[src/hw/sfp_cfg.svh]
`ifndef SFP_CFG_SVH
`define SFP_CFG_SVH

// storage geometry
`define SFP_IDX_W      8
`define SFP_TAG_W      20
`define SFP_DC_WORDS   4

// register byte offsets
`define SFP_OFS_CTRL   4'h0
`define SFP_OFS_STAT   4'h4
`define SFP_OFS_MASK   4'h8
`define SFP_OFS_ECNT   4'hc

// control fields and reset value
`define SFP_CTRL_ECC   0
`define SFP_CTRL_WB    1
`define SFP_CTRL_RST   2'h1

// status and mask fields
`define SFP_ST_W       8
`define SFP_ST_IC      0
`define SFP_ST_DC      1
`define SFP_ST_TLBX    2
`define SFP_ST_TLBR    3
`define SFP_ST_BTC     4
`define SFP_ST_IBUS    5
`define SFP_ST_DBUS    6
`define SFP_ST_FATAL   7
`define SFP_MASK_RST   8'h00

// parity error counter
`define SFP_CNT_W      16

`endif

[src/hw/sfp_pkg.sv]
`include "sfp_cfg.svh"

package sfp_pkg;

	// cache write or hit access; instruction cache uses word 0 only
	typedef struct packed {
		logic                            en;
		logic [`SFP_IDX_W-1:0]           idx;
		logic [`SFP_TAG_W-1:0]           tag;
		logic [`SFP_DC_WORDS*32-1:0]     dat;
		logic                            tag_p;
		logic [`SFP_DC_WORDS-1:0]        dat_p;
	} sfp_cache_type;

	typedef struct packed {
		logic                            en;
		logic [`SFP_IDX_W-1:0]           idx;
		logic                            tag_p;
		logic [`SFP_DC_WORDS-1:0]        dat_p;
	} sfp_cpar_type;

	typedef struct packed {
		logic                            en;
		logic [`SFP_IDX_W-1:0]           idx;
		logic                            par;
	} sfp_pst_type;

	typedef struct packed {
		logic                            en;
		logic [`SFP_IDX_W-1:0]           idx;
	} sfp_inv_type;

	typedef struct packed {
		logic                            en;
		logic [`SFP_IDX_W-1:0]           idx;
		logic [31:0]                     hi;
		logic [31:0]                     lo;
		logic                            par;
	} sfp_tlb_type;

	typedef struct packed {
		logic                            en;
		logic [`SFP_IDX_W-1:0]           idx;
		logic [31:0]                     addr;
		logic                            par;
	} sfp_btc_type;

	typedef struct packed {
		logic                            cyc;
		logic                            stb;
		logic                            we;
		logic [31:0]                     adr;
		logic [3:0]                      sel;
		logic [31:0]                     dat;
	} sfp_wbi_type;

	typedef enum logic [1:0] {
		SFP_RUN  = 2'b00,
		SFP_EXC  = 2'b01,
		SFP_HALT = 2'b10
	} sfp_state_type;

	// even parity: stored bit makes the total count of ones even
	function automatic logic sfp_par32(input logic [31:0] d);
		return ^d;
	endfunction : sfp_par32

	function automatic logic sfp_tag_par(input logic [`SFP_TAG_W-1:0] t);
		return ^t;
	endfunction : sfp_tag_par

endpackage : sfp_pkg

[src/hw/sfp_cache_chk.sv]
`timescale 1ns/1ps
`include "sfp_cfg.svh"

module sfp_cache_chk #(
	parameter int WORDS = 1
) (
	// hit access with stored parity
	input  sfp_pkg::sfp_cache_type acc_i,
	// mismatch, combinational
	output logic                   err_o
);
	import sfp_pkg::*;

	logic [`SFP_DC_WORDS-1:0] werr;

	always_comb begin
		werr = '0;
		for (int i = 0; i < WORDS; i++) begin
			werr[i] = sfp_par32(acc_i.dat[i*32 +: 32]) ^ acc_i.dat_p[i];
		end
	end

	assign err_o = acc_i.en & ((sfp_tag_par(acc_i.tag) ^ acc_i.tag_p) | (|werr));

endmodule : sfp_cache_chk

[src/hw/sfp_top.sv]
`timescale 1ns/1ps
`include "sfp_cfg.svh"
// What this block does
// with fault tolerance on, check all internal rams and accept memory ecc errors
// cache parity mismatch invalidates the line so it is fetched again
// cache parity is checked on every access that hits
// with fault tolerance on the data cache is write-through only
// cache writes store tag parity, instruction data parity, one bit per data word
// translation parity mismatch during lookup raises a tlb miss
// software translation entry writes store one parity bit per entry
// software translation entry reads check parity and clear valid on mismatch
// branch target parity mismatch drops the prediction, branch runs unpredicted
// branch target writes store one fresh parity bit per address
// the memory controller drives error flags when its ram has an error
// with exception_enable set, uncorrectable errors raise instruction or data bus exceptions
// bus exception during an exception halts the core and sets fatal_error_out
// internal parity stays active when memory ecc is switched off
// even parity over exactly the covered bits, same function for write and check
module sfp_top #(
	parameter bit fault_tolerance_param = 1'b1
) (
	// clock and reset
	input  logic                    ref_clk_i,
	input  logic                    reset_i,
	// register bus
	input  sfp_pkg::sfp_wbi_type    wb_i,
	output logic [31:0]             wb_dat_o,
	output logic                    wb_ack_o,
	output logic                    irq_o,
	// instruction cache
	input  sfp_pkg::sfp_cache_type  ic_wr_i,
	input  sfp_pkg::sfp_cache_type  ic_hit_i,
	output sfp_pkg::sfp_cpar_type   ic_par_o,
	output sfp_pkg::sfp_inv_type    ic_inv_o,
	// data cache
	input  sfp_pkg::sfp_cache_type  dc_wr_i,
	input  sfp_pkg::sfp_cache_type  dc_hit_i,
	output sfp_pkg::sfp_cpar_type   dc_par_o,
	output sfp_pkg::sfp_inv_type    dc_inv_o,
	output logic                    dc_wt_only_o,
	// unified translation buffer
	input  sfp_pkg::sfp_tlb_type    tlb_wr_i,
	input  sfp_pkg::sfp_tlb_type    tlb_xl_i,
	input  sfp_pkg::sfp_tlb_type    tlb_rd_i,
	output sfp_pkg::sfp_pst_type    tlb_par_o,
	output logic                    tlb_miss_o,
	output sfp_pkg::sfp_inv_type    tlb_clrv_o,
	// branch target cache
	input  sfp_pkg::sfp_btc_type    btc_wr_i,
	input  sfp_pkg::sfp_btc_type    btc_lk_i,
	output sfp_pkg::sfp_pst_type    btc_par_o,
	output logic                    btc_take_o,
	output logic                    btc_drop_o,
	// local memory bus errors and exception state
	input  logic                    ilmb_ue_i,
	input  logic                    dlmb_ue_i,
	input  logic                    exception_enable_i,
	input  logic                    exc_active_i,
	input  logic                    exc_done_i,
	output logic                    ibus_exc_o,
	output logic                    dbus_exc_o,
	output logic                    fatal_error_out_o
);
	import sfp_pkg::*;

	localparam logic FT = fault_tolerance_param;

	function automatic logic tlb_par(input sfp_tlb_type e);
		return sfp_par32(e.hi) ^ sfp_par32(e.lo);
	endfunction : tlb_par

	// bus registers
	logic                    wb_ack_r;
	logic [31:0]             wb_dat_r;
	logic [31:0]             rd_mux;
	logic [1:0]              ctrl_r;
	logic [1:0]              ctrl_nxt;
	logic [`SFP_ST_W-1:0]    stat_r;
	logic [`SFP_ST_W-1:0]    stat_nxt;
	logic [`SFP_ST_W-1:0]    st_set;
	logic [`SFP_ST_W-1:0]    st_clr;
	logic [`SFP_ST_W-1:0]    mask_r;
	logic [`SFP_CNT_W-1:0]   ecnt_r;
	logic                    irq_r;

	// parity paths
	logic                    ic_perr;
	logic                    dc_perr;
	logic                    ic_err;
	logic                    dc_err;
	logic                    tlbx_err;
	logic                    tlbr_err;
	logic                    btc_err;
	logic                    any_perr;
	logic [`SFP_DC_WORDS-1:0] dc_wp;
	sfp_cpar_type            ic_par_r;
	sfp_cpar_type            dc_par_r;
	sfp_inv_type             ic_inv_r;
	sfp_inv_type             dc_inv_r;
	sfp_pst_type             tlb_par_r;
	sfp_inv_type             tlb_clrv_r;
	sfp_pst_type             btc_par_r;
	logic                    tlb_miss_r;
	logic                    btc_take_r;
	logic                    btc_drop_r;

	// bus exception tracking
	sfp_state_type           st_r;
	sfp_state_type           st_nxt;
	logic                    ue_ok;
	logic                    iue;
	logic                    due;
	logic                    ue_any;
	logic                    busy;
	logic                    nest;
	logic                    take;
	logic                    ibus_r;
	logic                    dbus_r;
	logic                    fatal_r;

	// ---- register bus decode ----
	logic req;
	logic sel_ok;
	logic wr_now;
	logic wr_ctrl;
	logic wr_stat;
	logic wr_mask;

	assign req     = wb_i.cyc & wb_i.stb;
	assign sel_ok  = wb_i.adr[31:4] == 28'h0;
	// the write lands on the edge where the master samples ack
	assign wr_now  = req & wb_i.we & wb_ack_r & sel_ok & wb_i.sel[0];
	assign wr_ctrl = wr_now & (wb_i.adr[3:0] == `SFP_OFS_CTRL);
	assign wr_stat = wr_now & (wb_i.adr[3:0] == `SFP_OFS_STAT);
	assign wr_mask = wr_now & (wb_i.adr[3:0] == `SFP_OFS_MASK);

	always_comb begin
		rd_mux = 32'h0;
		if (sel_ok) begin
			case (wb_i.adr[3:0])
				`SFP_OFS_CTRL: rd_mux = {30'h0, ctrl_r};
				`SFP_OFS_STAT: rd_mux = {24'h0, stat_r};
				`SFP_OFS_MASK: rd_mux = {24'h0, mask_r};
				`SFP_OFS_ECNT: rd_mux = {16'h0, ecnt_r};
				default:       rd_mux = 32'h0;
			endcase
		end
	end

	// write-back can never be selected while protection is built in
	assign ctrl_nxt = wr_ctrl ? {wb_i.dat[`SFP_CTRL_WB] & ~FT, wb_i.dat[`SFP_CTRL_ECC]} : ctrl_r;

	always_ff @(posedge ref_clk_i) begin
		if (reset_i) begin
			wb_ack_r <= 1'b0;
			wb_dat_r <= 32'h0;
		end else begin
			wb_ack_r <= req & ~wb_ack_r;
			wb_dat_r <= (req & ~wb_ack_r) ? rd_mux : 32'h0;
		end
	end

	// ---- parity checks on hits and lookups ----
	sfp_cache_chk #(.WORDS(1)) u_ic_chk (
		.acc_i (ic_hit_i),
		.err_o (ic_perr)
	);

	sfp_cache_chk #(.WORDS(`SFP_DC_WORDS)) u_dc_chk (
		.acc_i (dc_hit_i),
		.err_o (dc_perr)
	);

	// checks depend only on the build option, never on memory ecc control
	assign ic_err   = FT & ic_perr;
	assign dc_err   = FT & dc_perr;
	assign tlbx_err = FT & tlb_xl_i.en & (tlb_par(tlb_xl_i) ^ tlb_xl_i.par);
	assign tlbr_err = FT & tlb_rd_i.en & (tlb_par(tlb_rd_i) ^ tlb_rd_i.par);
	assign btc_err  = FT & btc_lk_i.en & (sfp_par32(btc_lk_i.addr) ^ btc_lk_i.par);
	assign any_perr = ic_err | dc_err | tlbx_err | tlbr_err | btc_err;

	always_comb begin
		dc_wp = '0;
		for (int i = 0; i < `SFP_DC_WORDS; i++) begin
			dc_wp[i] = sfp_par32(dc_wr_i.dat[i*32 +: 32]);
		end
	end

	// parity for the write port, registered one cycle after the write request
	always_ff @(posedge ref_clk_i) begin
		if (reset_i) begin
			ic_par_r  <= '0;
			dc_par_r  <= '0;
			tlb_par_r <= '0;
			btc_par_r <= '0;
		end else begin
			ic_par_r  <= '{ic_wr_i.en, ic_wr_i.idx, sfp_tag_par(ic_wr_i.tag),
				{{(`SFP_DC_WORDS-1){1'b0}}, sfp_par32(ic_wr_i.dat[31:0])}};
			dc_par_r  <= '{dc_wr_i.en, dc_wr_i.idx, sfp_tag_par(dc_wr_i.tag), dc_wp};
			tlb_par_r <= '{tlb_wr_i.en, tlb_wr_i.idx, tlb_par(tlb_wr_i)};
			btc_par_r <= '{btc_wr_i.en, btc_wr_i.idx, sfp_par32(btc_wr_i.addr)};
		end
	end

	always_ff @(posedge ref_clk_i) begin
		if (reset_i) begin
			ic_inv_r   <= '0;
			dc_inv_r   <= '0;
			tlb_clrv_r <= '0;
			tlb_miss_r <= 1'b0;
			btc_take_r <= 1'b0;
			btc_drop_r <= 1'b0;
		end else begin
			ic_inv_r   <= '{ic_err, ic_hit_i.idx};
			dc_inv_r   <= '{dc_err, dc_hit_i.idx};
			tlb_clrv_r <= '{tlbr_err, tlb_rd_i.idx};
			tlb_miss_r <= tlbx_err;
			btc_take_r <= btc_lk_i.en & ~btc_err;
			btc_drop_r <= btc_err;
		end
	end

	// ---- memory ecc errors to bus exceptions ----
	assign ue_ok  = FT & ctrl_r[`SFP_CTRL_ECC];
	assign iue    = ue_ok & ilmb_ue_i;
	assign due    = ue_ok & dlmb_ue_i;
	assign ue_any = iue | due;
	assign busy   = (st_r == SFP_EXC) | exc_active_i;
	assign nest   = ue_any & busy & (st_r != SFP_HALT);
	assign take   = ue_any & ~busy & exception_enable_i & (st_r == SFP_RUN);

	always_comb begin
		st_nxt = st_r;
		case (st_r)
			SFP_RUN: begin
				if (nest) st_nxt = SFP_HALT;
				else if (take) st_nxt = SFP_EXC;
			end
			SFP_EXC: begin
				if (nest) st_nxt = SFP_HALT;
				else if (exc_done_i) st_nxt = SFP_RUN;
			end
			SFP_HALT: st_nxt = SFP_HALT;
			default:  st_nxt = SFP_RUN;
		endcase
	end

	always_ff @(posedge ref_clk_i) begin
		if (reset_i) begin
			st_r    <= SFP_RUN;
			ibus_r  <= 1'b0;
			dbus_r  <= 1'b0;
			fatal_r <= 1'b0;
		end else begin
			st_r    <= st_nxt;
			// instruction side wins when both report together
			ibus_r  <= take & iue;
			dbus_r  <= take & ~iue;
			fatal_r <= st_nxt == SFP_HALT;
		end
	end

	// ---- status, mask, counter, interrupt ----
	assign st_set = {nest, take & ~iue, take & iue, btc_err, tlbr_err, tlbx_err, dc_err, ic_err};
	assign st_clr = wr_stat ? wb_i.dat[`SFP_ST_W-1:0] : '0;
	// a new event beats a clear in the same cycle
	assign stat_nxt = (stat_r & ~st_clr) | st_set;

	always_ff @(posedge ref_clk_i) begin
		if (reset_i) begin
			ctrl_r <= `SFP_CTRL_RST;
			stat_r <= '0;
			mask_r <= `SFP_MASK_RST;
			irq_r  <= 1'b0;
		end else begin
			ctrl_r <= ctrl_nxt;
			stat_r <= stat_nxt;
			mask_r <= wr_mask ? wb_i.dat[`SFP_ST_W-1:0] : mask_r;
			irq_r  <= |(stat_r & mask_r);
		end
	end

	// counter saturates so a storm of errors cannot wrap to a small value
	always_ff @(posedge ref_clk_i) begin
		if (reset_i) ecnt_r <= '0;
		else if (any_perr & ~&ecnt_r) ecnt_r <= ecnt_r + `SFP_CNT_W'(1);
	end

	assign wb_ack_o          = wb_ack_r;
	assign wb_dat_o          = wb_dat_r;
	assign irq_o             = irq_r;
	assign ic_par_o          = ic_par_r;
	assign ic_inv_o          = ic_inv_r;
	assign dc_par_o          = dc_par_r;
	assign dc_inv_o          = dc_inv_r;
	assign tlb_par_o         = tlb_par_r;
	assign tlb_miss_o        = tlb_miss_r;
	assign tlb_clrv_o        = tlb_clrv_r;
	assign btc_par_o         = btc_par_r;
	assign btc_take_o        = btc_take_r;
	assign btc_drop_o        = btc_drop_r;
	assign ibus_exc_o        = ibus_r;
	assign dbus_exc_o        = dbus_r;
	assign fatal_error_out_o = fatal_r;

	// dc_wt_only_o is a constant flop so it is defined from reset on
	logic wt_r;
	always_ff @(posedge ref_clk_i) begin
		if (reset_i) wt_r <= 1'b0;
		else wt_r <= FT;
	end
	assign dc_wt_only_o = wt_r;
endmodule : sfp_top

[config.mk]
export PLATFORM = sky130hd
export DESIGN_NAME = sfp_top
export DESIGN_NICKNAME = d
export VERILOG_FILES = /design/src/hw/sfp_pkg.sv /design/src/hw/sfp_cache_chk.sv /design/src/hw/sfp_top.sv
export VERILOG_INCLUDE_DIRS = /design/src /design/src/hw
export SDC_FILE = /design/constraint.sdc
export NUM_CORES = 1
export LEC_CHECK = 0
export BUFFER_PORTS_ARGS = -buffer_cell sky130_fd_sc_hd__buf_2
export CORE_AREA = 2 2 452 454
export CTS_BUF_LIST = sky130_fd_sc_hd__clkbuf_8
export CTS_CLUSTER_SIZE = 16
export DETAILED_ROUTE_END_ITERATION = 7
export DIE_AREA = 0 0 454 456
export GPL_TIMING_DRIVEN = 0
export PLACE_DENSITY = 0.3
export SETUP_SLACK_MARGIN = 0.3
export SLEW_MARGIN = 20
export SYNTH_ARGS = -nofsm -noshare
export SYNTH_HDL_FRONTEND = slang
export SYNTH_SLANG_ARGS = --single-unit
[constraint.sdc]
create_clock -name ref_clk_i -period 2.6 [get_ports ref_clk_i]
set_input_delay 0.13 -clock ref_clk_i [delete_from_list [all_inputs] [get_ports ref_clk_i]]
set_output_delay 0.13 -clock ref_clk_i [all_outputs]
set_load 0.02 [all_outputs]
# Word level (Yosys, flattened, before mapping)

Index checks and enable logic that the tools add are counted.

Add/subtract/negate cells: 1
Eq/ne operators: 7
Mux-type cells: 8
Bitwise gates (word level): 56
Reduce and logical (&&, ||, !) cells: 30

Operators with widths:

| cell                                                            | number |
|---|---|
| 32-bit parity                                                   | 18 |
| 20-bit parity                                                   | 4 |
| 16-bit one-hot mux with 4 select lines                          | 1 |
| 28-bit zero test                                                | 1 |
| 1-bit AND                                                       | 25 |
| 16-bit by 1-bit adder with 16-bit output, second input constant | 1 |
| 8-bit AND                                                       | 2 |
| 16-bit AND reduction                                            | 1 |
| 1-bit XOR                                                       | 13 |
| 4-bit == test, second input constant                            | 2 |
| 2-bit two-way mux                                               | 4 |
| 8-bit two-way mux                                               | 1 |
| 8-bit inverter                                                  | 1 |
| 1-bit bitwise OR                                                | 8 |
| 8-bit bitwise OR                                                | 1 |
| 8-bit OR reduction                                              | 1 |
| 1-bit inverter                                                  | 6 |
| 2-bit one-hot mux with 3 select lines                           | 1 |
| 2-bit == test, second input constant                            | 2 |
| 4-bit by 3-bit == test with 1-bit output, second input constant | 1 |
| 4-bit zero test                                                 | 1 |
| 4-bit OR reduction                                              | 1 |
| 3-bit OR reduction                                              | 1 |
| 2-bit by 1-bit == test with 1-bit output, second input constant | 1 |
| other kinds (4)                                                 | 4 |

Register bits: 151
Bits of input ports: 1,032
Output and inout bits: 116
Word-level logic and storage cells: 138

# Logic depth before layout (Yosys ltp)

Word-level depth: 10
Mapped depth: 11
Gate-level depth less buffers: 10

# Modules after synthesis

A second synthesis with hierarchy kept.

Cells, all modules: 1,092
Area, all modules: 10,257.3 um^2

By module, submodules not included:

| module                    | times used | cells an instance | area each (um^2) | sequential area each (um^2) |
|---|---|---|---|---|
| sfp_top                   | 1          | 892               | 8,468.1          | 2,642.5 |
| sfp_cache_chk at u_dc_chk | 1          | 148               | 1,321.3          | 0.0 |
| sfp_cache_chk at u_ic_chk | 1          | 52                | 467.9            | 0.0 |

# Worst setup path after synthesis

No wires, ideal clock.

Kind: input port to flip-flop
Start: input port dc_hit_i[81] (netlist bit)
End: register ecnt_r[7]
Arrival time: 2.355 ns
Data required time: 2.533 ns
Slack: 0.178 ns
Stages on the path: 10
Path through: xor2_1 xnor2_1 xnor2_1 xnor3_1 xnor2_1 nand2_1 o41a_1 o311a_1 a31o_1 a21oi_2

Word-level cells in the longest chain between the ends: 10

RTL lines:

| item                           | line                | RTL |
|---|---|---|
| start, declared                | sfp_top.sv:37       | `input sfp_pkg::sfp_cache_type dc_hit_i,` |
| 32-bit parity                  | sfp_pkg.sv:65       | `return ^d;` |
| 1-bit XOR                      | sfp_cache_chk.sv:19 | `werr[i] = sfp_par32(acc_i.dat[i*32 +: 32]) ^ acc_i.dat_p[i];` |
| 4-bit OR reduction             | sfp_cache_chk.sv:23 | `assign err_o = acc_i.en & ((sfp_tag_par(acc_i.tag) ^ acc_i.tag_p) \| (\|werr));` |
| 1-bit bitwise OR               | sfp_cache_chk.sv:23 |  |
| 1-bit AND                      | sfp_cache_chk.sv:23 |  |
| 1-bit bitwise OR (4 in series) | sfp_top.sv:180      | `assign any_perr = ic_err \| dc_err \| tlbx_err \| tlbr_err \| btc_err;` |
| 1-bit AND                      | sfp_top.sv:286      | `` else if (any_perr & ~&ecnt_r) ecnt_r <= ecnt_r + `SFP_CNT_W'(1); `` |
| end signal, assigned           | sfp_top.sv:286      |  |
| end, declared                  | sfp_top.sv:83       | `` logic [`SFP_CNT_W-1:0] ecnt_r; `` |

Every way passes these cells.
A chain may end at the register's enable or synchronous reset.

# Final worst setup path

Start: input port tlb_xl_i[35] (netlist bit)
End: register ecnt_r[11]

Word-level cells in the longest chain between the ends: 8

RTL lines:

| item                           | line           | RTL |
|---|---|---|
| start, declared                | sfp_top.sv:43  | `input sfp_pkg::sfp_tlb_type tlb_xl_i,` |
| 32-bit parity                  | sfp_pkg.sv:65  |  |
| 1-bit XOR                      | sfp_top.sv:69  | `return sfp_par32(e.hi) ^ sfp_par32(e.lo);` |
| 1-bit XOR                      | sfp_top.sv:177 | `assign tlbx_err = FT & tlb_xl_i.en & (tlb_par(tlb_xl_i) ^ tlb_xl_i.par);` |
| 1-bit AND                      | sfp_top.sv:177 |  |
| 1-bit bitwise OR (3 in series) | sfp_top.sv:180 |  |
| 1-bit AND                      | sfp_top.sv:286 |  |

Every way passes these cells.

==> impl_metrics.csv <==
group,metric,value,unit
global_routing,grt_pass1_wl,81930,um
die,dieArea,207000,um2
hold_path,hp-class,"in2reg",
timing,fin_crit,2.260,ns
die,start_util,5.115,%
timing,layout_setup_ws,0.3399,ns
yosys,synth_top_family_by_area,"XOR/XNOR gates",
setup_path,r2r_setup_slack,0.48,ns
place,pre_cts_slack,-1.187,ns
setup_path,worstReg2RegStart,"ecnt_r[4]$_SDFFE_PP0P_",
yosys,synth.most_common_cell,"xnor2_1",
yosys,synth_mux_area_share,2.062,%
drt,avgViaCountPerCell,2.233,
pwr,ir_worst_vdd,0.0006276,V
setup_path,cp_data_arrival_time,2.76,ns
drt,drt-total-wl,61900,um
cells_and_area,drive_gt1_share,47.19,%
cells_and_area,final_area,19830,um2
timing,holdWs,0.08070,ns
yosys,synth_compound_area_share,4.014,%
yosys,ys_types,54,
hold_path,min_from,"reset_i",
drt,drt_first_iter_violations,317,
drt,drc,0,
yosys,synth-seq-cells,132,
timing,setup_viol,0,
timing,period_share,86.93,%
yosys,ys_top_cells_by_count,"xnor2_1 (555), dfxtp_1 (132), xor2_1 (84)",
setup_path,crit_path_start_kind,"primary input",
yosys,yosysSeqAreaShare,25.61,%
drt,ant_nets,0,
yosys,synthCells,1096,
yosys,ys_warn_count,0,
timing,fin_setup_tns,0,ns
place,place_congestion,0.8920,
yosys,netlist_area,10320,um2
pwr,combPwrFrac,61.9,%
pwr,p_sw,4513,uW
place,dp_hpwl,56630,um
yosys,synthAdderAreaFrac,0.2183,%
clocking,clock_sinks,132,
setup_path,r2r-end,"ecnt_r[11]$_SDFFE_PP0P_",
yosys,ys.flop_type,"dfxtp_1",
drt,vias,10702,
yosys,yosys.area_share.simple,9.908,%
clocking,cts.clk_slew.worst_paths,0.09,ns
yosys,synth_top_area_cell,"xnor2_1",
setup_path,worstPathRequired,3.10,ns
setup_path,path_common_cell,"xnor2_1",
yosys,synth_edf_count,0,
timing,worstMarginPinSlew,0.9329,ns
timing,grt_setup_unrepaired,"yes",
global_routing,grt_pass1_vias,11213,
setup_path,cp-end-kind,"flip-flop",
timing,fin_skew,0.02545,ns
yosys,avgSynthCellArea,9.414,um2
yosys,synth_top_area_share,47.11,%
clocking,clk_latency,0.59,ns
clocking,cts_max_path_buffers,2,
setup_path,path_cells,"buf_2 > xnor2_1 > xnor2_1 > xnor2_1 > xnor2_1 > xnor3_2 > xnor2_4 > buf_12 > o211ai_4 > o31ai_4 > or4_1 > a21oi_2",
place,portBuffers,878,
timing,slew_viol_final,0,
yosys,synth_xor_area_share,55.71,%
drt,wl_per_cell,12.92,um
die,die_w,454,um
die,rows,165,
pwr,total_power,11230,uW
setup_path,path_class,"in2reg",
yosys,async_flop_share,0,%
timing,maxClockFrequency,442.5,MHz
flow_run,maxCapViolCount,0,
cells_and_area,area_delta_synth_final,92.17,%
die,die_h,456,um
setup_path,critPathMaxFanout,5,
global_routing,track_usage,5.803,%
timing,slew_headroom,37.81,%
clocking,cts-htree-levels,4,
cells_and_area,nets,3136,
setup_path,rr_worst_depth,9,
pwr,swShare,40.19,%
setup_path,cp_slowest_cell,"or4_1",
pwr,power_frac_seq,20.5,%
setup_path,crit_path_max_incr_delay,0.50,ns
clocking,cts_inserted_buffers,17,
drt,detail_route.first_pass.iterations,5,
place,postPlaceCellArea,18220,um2
global_routing,grt_max_degree,17,
die,coreArea,201700,um2
clocking,cts_tree,"built",
hold_path,hold_depth,3,
status,status,"complete, no violations",
pwr,internal_power,6716,uW
pwr,p_clk_share,17.6,%
die,ios,1148,
pwr,p_leak,0.007746,uW
hold_path,whs_endpoint,"ibus_exc_o$_SDFF_PP0_",
timing,finalHoldViolations,0,
global_routing,antenna_found_initial,25,
clocking,root_buffer,"clkbuf_8",
yosys,synth_area_leaders,"xnor2_1 (47%), dfxtp_1 (26%), xor2_1 (7.1%)",
pwr,powerDensity,566.3,nW/um2
global_routing,grt_overflow,0,
[critical path, delay by kind of cell]
| family | cells | cell delay (ns) |
|---|---|---|
| compound gates | 3 | 0.50 |
| xor+xnor | 6 | 1.35 |
| buf+inv | 2 | 0.27 |
| simple gates | 1 | 0.50 |
[layout make-up]
type                    count  area [um2]
repair buffers            970        5354
multi-input cells         935        7810
clock inverters            11       126.4
diodes                      5       12.51
plain buffers              39       230.2
clock buffers              20       275.3
well taps                2672        3343
fillers                 23557      181900
flip-flops and latches    132        2645
inverters                   8       30.03
[layout by cell type, fill, tap and decap left out, drive strengths merged, types with 10 or more instances in the layout]
cell and instances:
conb 19, nor2 46, xor2 84, buf 908
a22oi 13, nor2b 63, xnor2 556, inv 11
dfxtp 132, nand2 28, dlygate4sd3 82, a21oi 15
clkbuf 39, mux2i 10, and2 15
[state kept, by name, summed over array words and instances, names as in the netlist]
signal             cells
ecnt_r                16
wb_dat_o              16
dc_par_o              14
ic_par_o              11
btc_par_o             10
tlb_par_o             10
dc_inv_o               9
ic_inv_o               9
tlb_clrv_o             9
mask_r                 8
stat_r                 8
st_r                   2
btc_drop_o             1
btc_take_o             1
ctrl_r                 1
dbus_exc_o             1
dc_wt_only_o           1
fatal_error_out_o      1
ibus_exc_o             1
irq_o                  1
tlb_miss_o             1
wb_ack_o               1
[repair_timing]
action                                 in CTS  in global routing
hold buffers                               82                  0
setup endpoints to repair                  33                 20
endpoints found under the hold margin      90                  0
setup buffers                               4                  2
gates resized for setup                    25                 26
cloned                                      0                  1
pin swaps                                   7                 15
[stage by stage]
step / instances / util, %
after detailed placement: 4667 / 9.031
after global routing: 4789 / 9.826
after global placement: 4664 / 8.990
final: 4792 / 9.830
after floorplan: 1114 / -
after CTS: 4784 / 9.749
[worst max-delay path by stage]
stage | end | slack, ns | cells after the start | start
floorplan | ecnt_r[1]$_SDFFE_PP0P_ | 0.30 | 10 | dc_hit_i[72]
global placement | ecnt_r[1]$_SDFFE_PP0P_ | -2.43 | 11 | tlb_rd_i[15]
detailed placement | ecnt_r[6]$_SDFFE_PP0P_ | -1.19 | 12 | ic_hit_i[139]
CTS | ecnt_r[1]$_SDFFE_PP0P_ | 0.27 | 13 | ic_hit_i[139]
global route | ecnt_r[11]$_SDFFE_PP0P_ | 0.25 | 12 | tlb_xl_i[32]
finish | ecnt_r[11]$_SDFFE_PP0P_ | 0.34 | 12 | tlb_xl_i[35]
[power groups by stage]
stage                     clock network [uW]  registers (uW)  logic, uW
after floorplan                            0            2510       3550
after global placement                     0            2360       5860
after detailed placement                   0            2360       6130
after CTS                               2140            2320       6950
after global routing                    2200            2330       7690
final                                   1970            2310       6950
[routing by layer]
layer,share of wire [%],track usage [%],vias up,routed length (um)
met3,8.7,2.509,60,5385
met4,1.3,0.9711,22,777
met5,0.23,0,-,142
met1,39,6.372,4708,24130
met2,51,10.36,470,31470
li1,-,-,5442,-
[kinds of logic after synthesis]
family                   Yosys count
adder cells (fa/ha/maj)            2
AND/OR/NAND/NOR                  194
AO/OA/AOI/OAI                     55
XOR/XNOR                         646
flip-flops                       132
multiplexers                      19
buffers and inverters             47
other                              1
(Power assumes the default switching activity.)
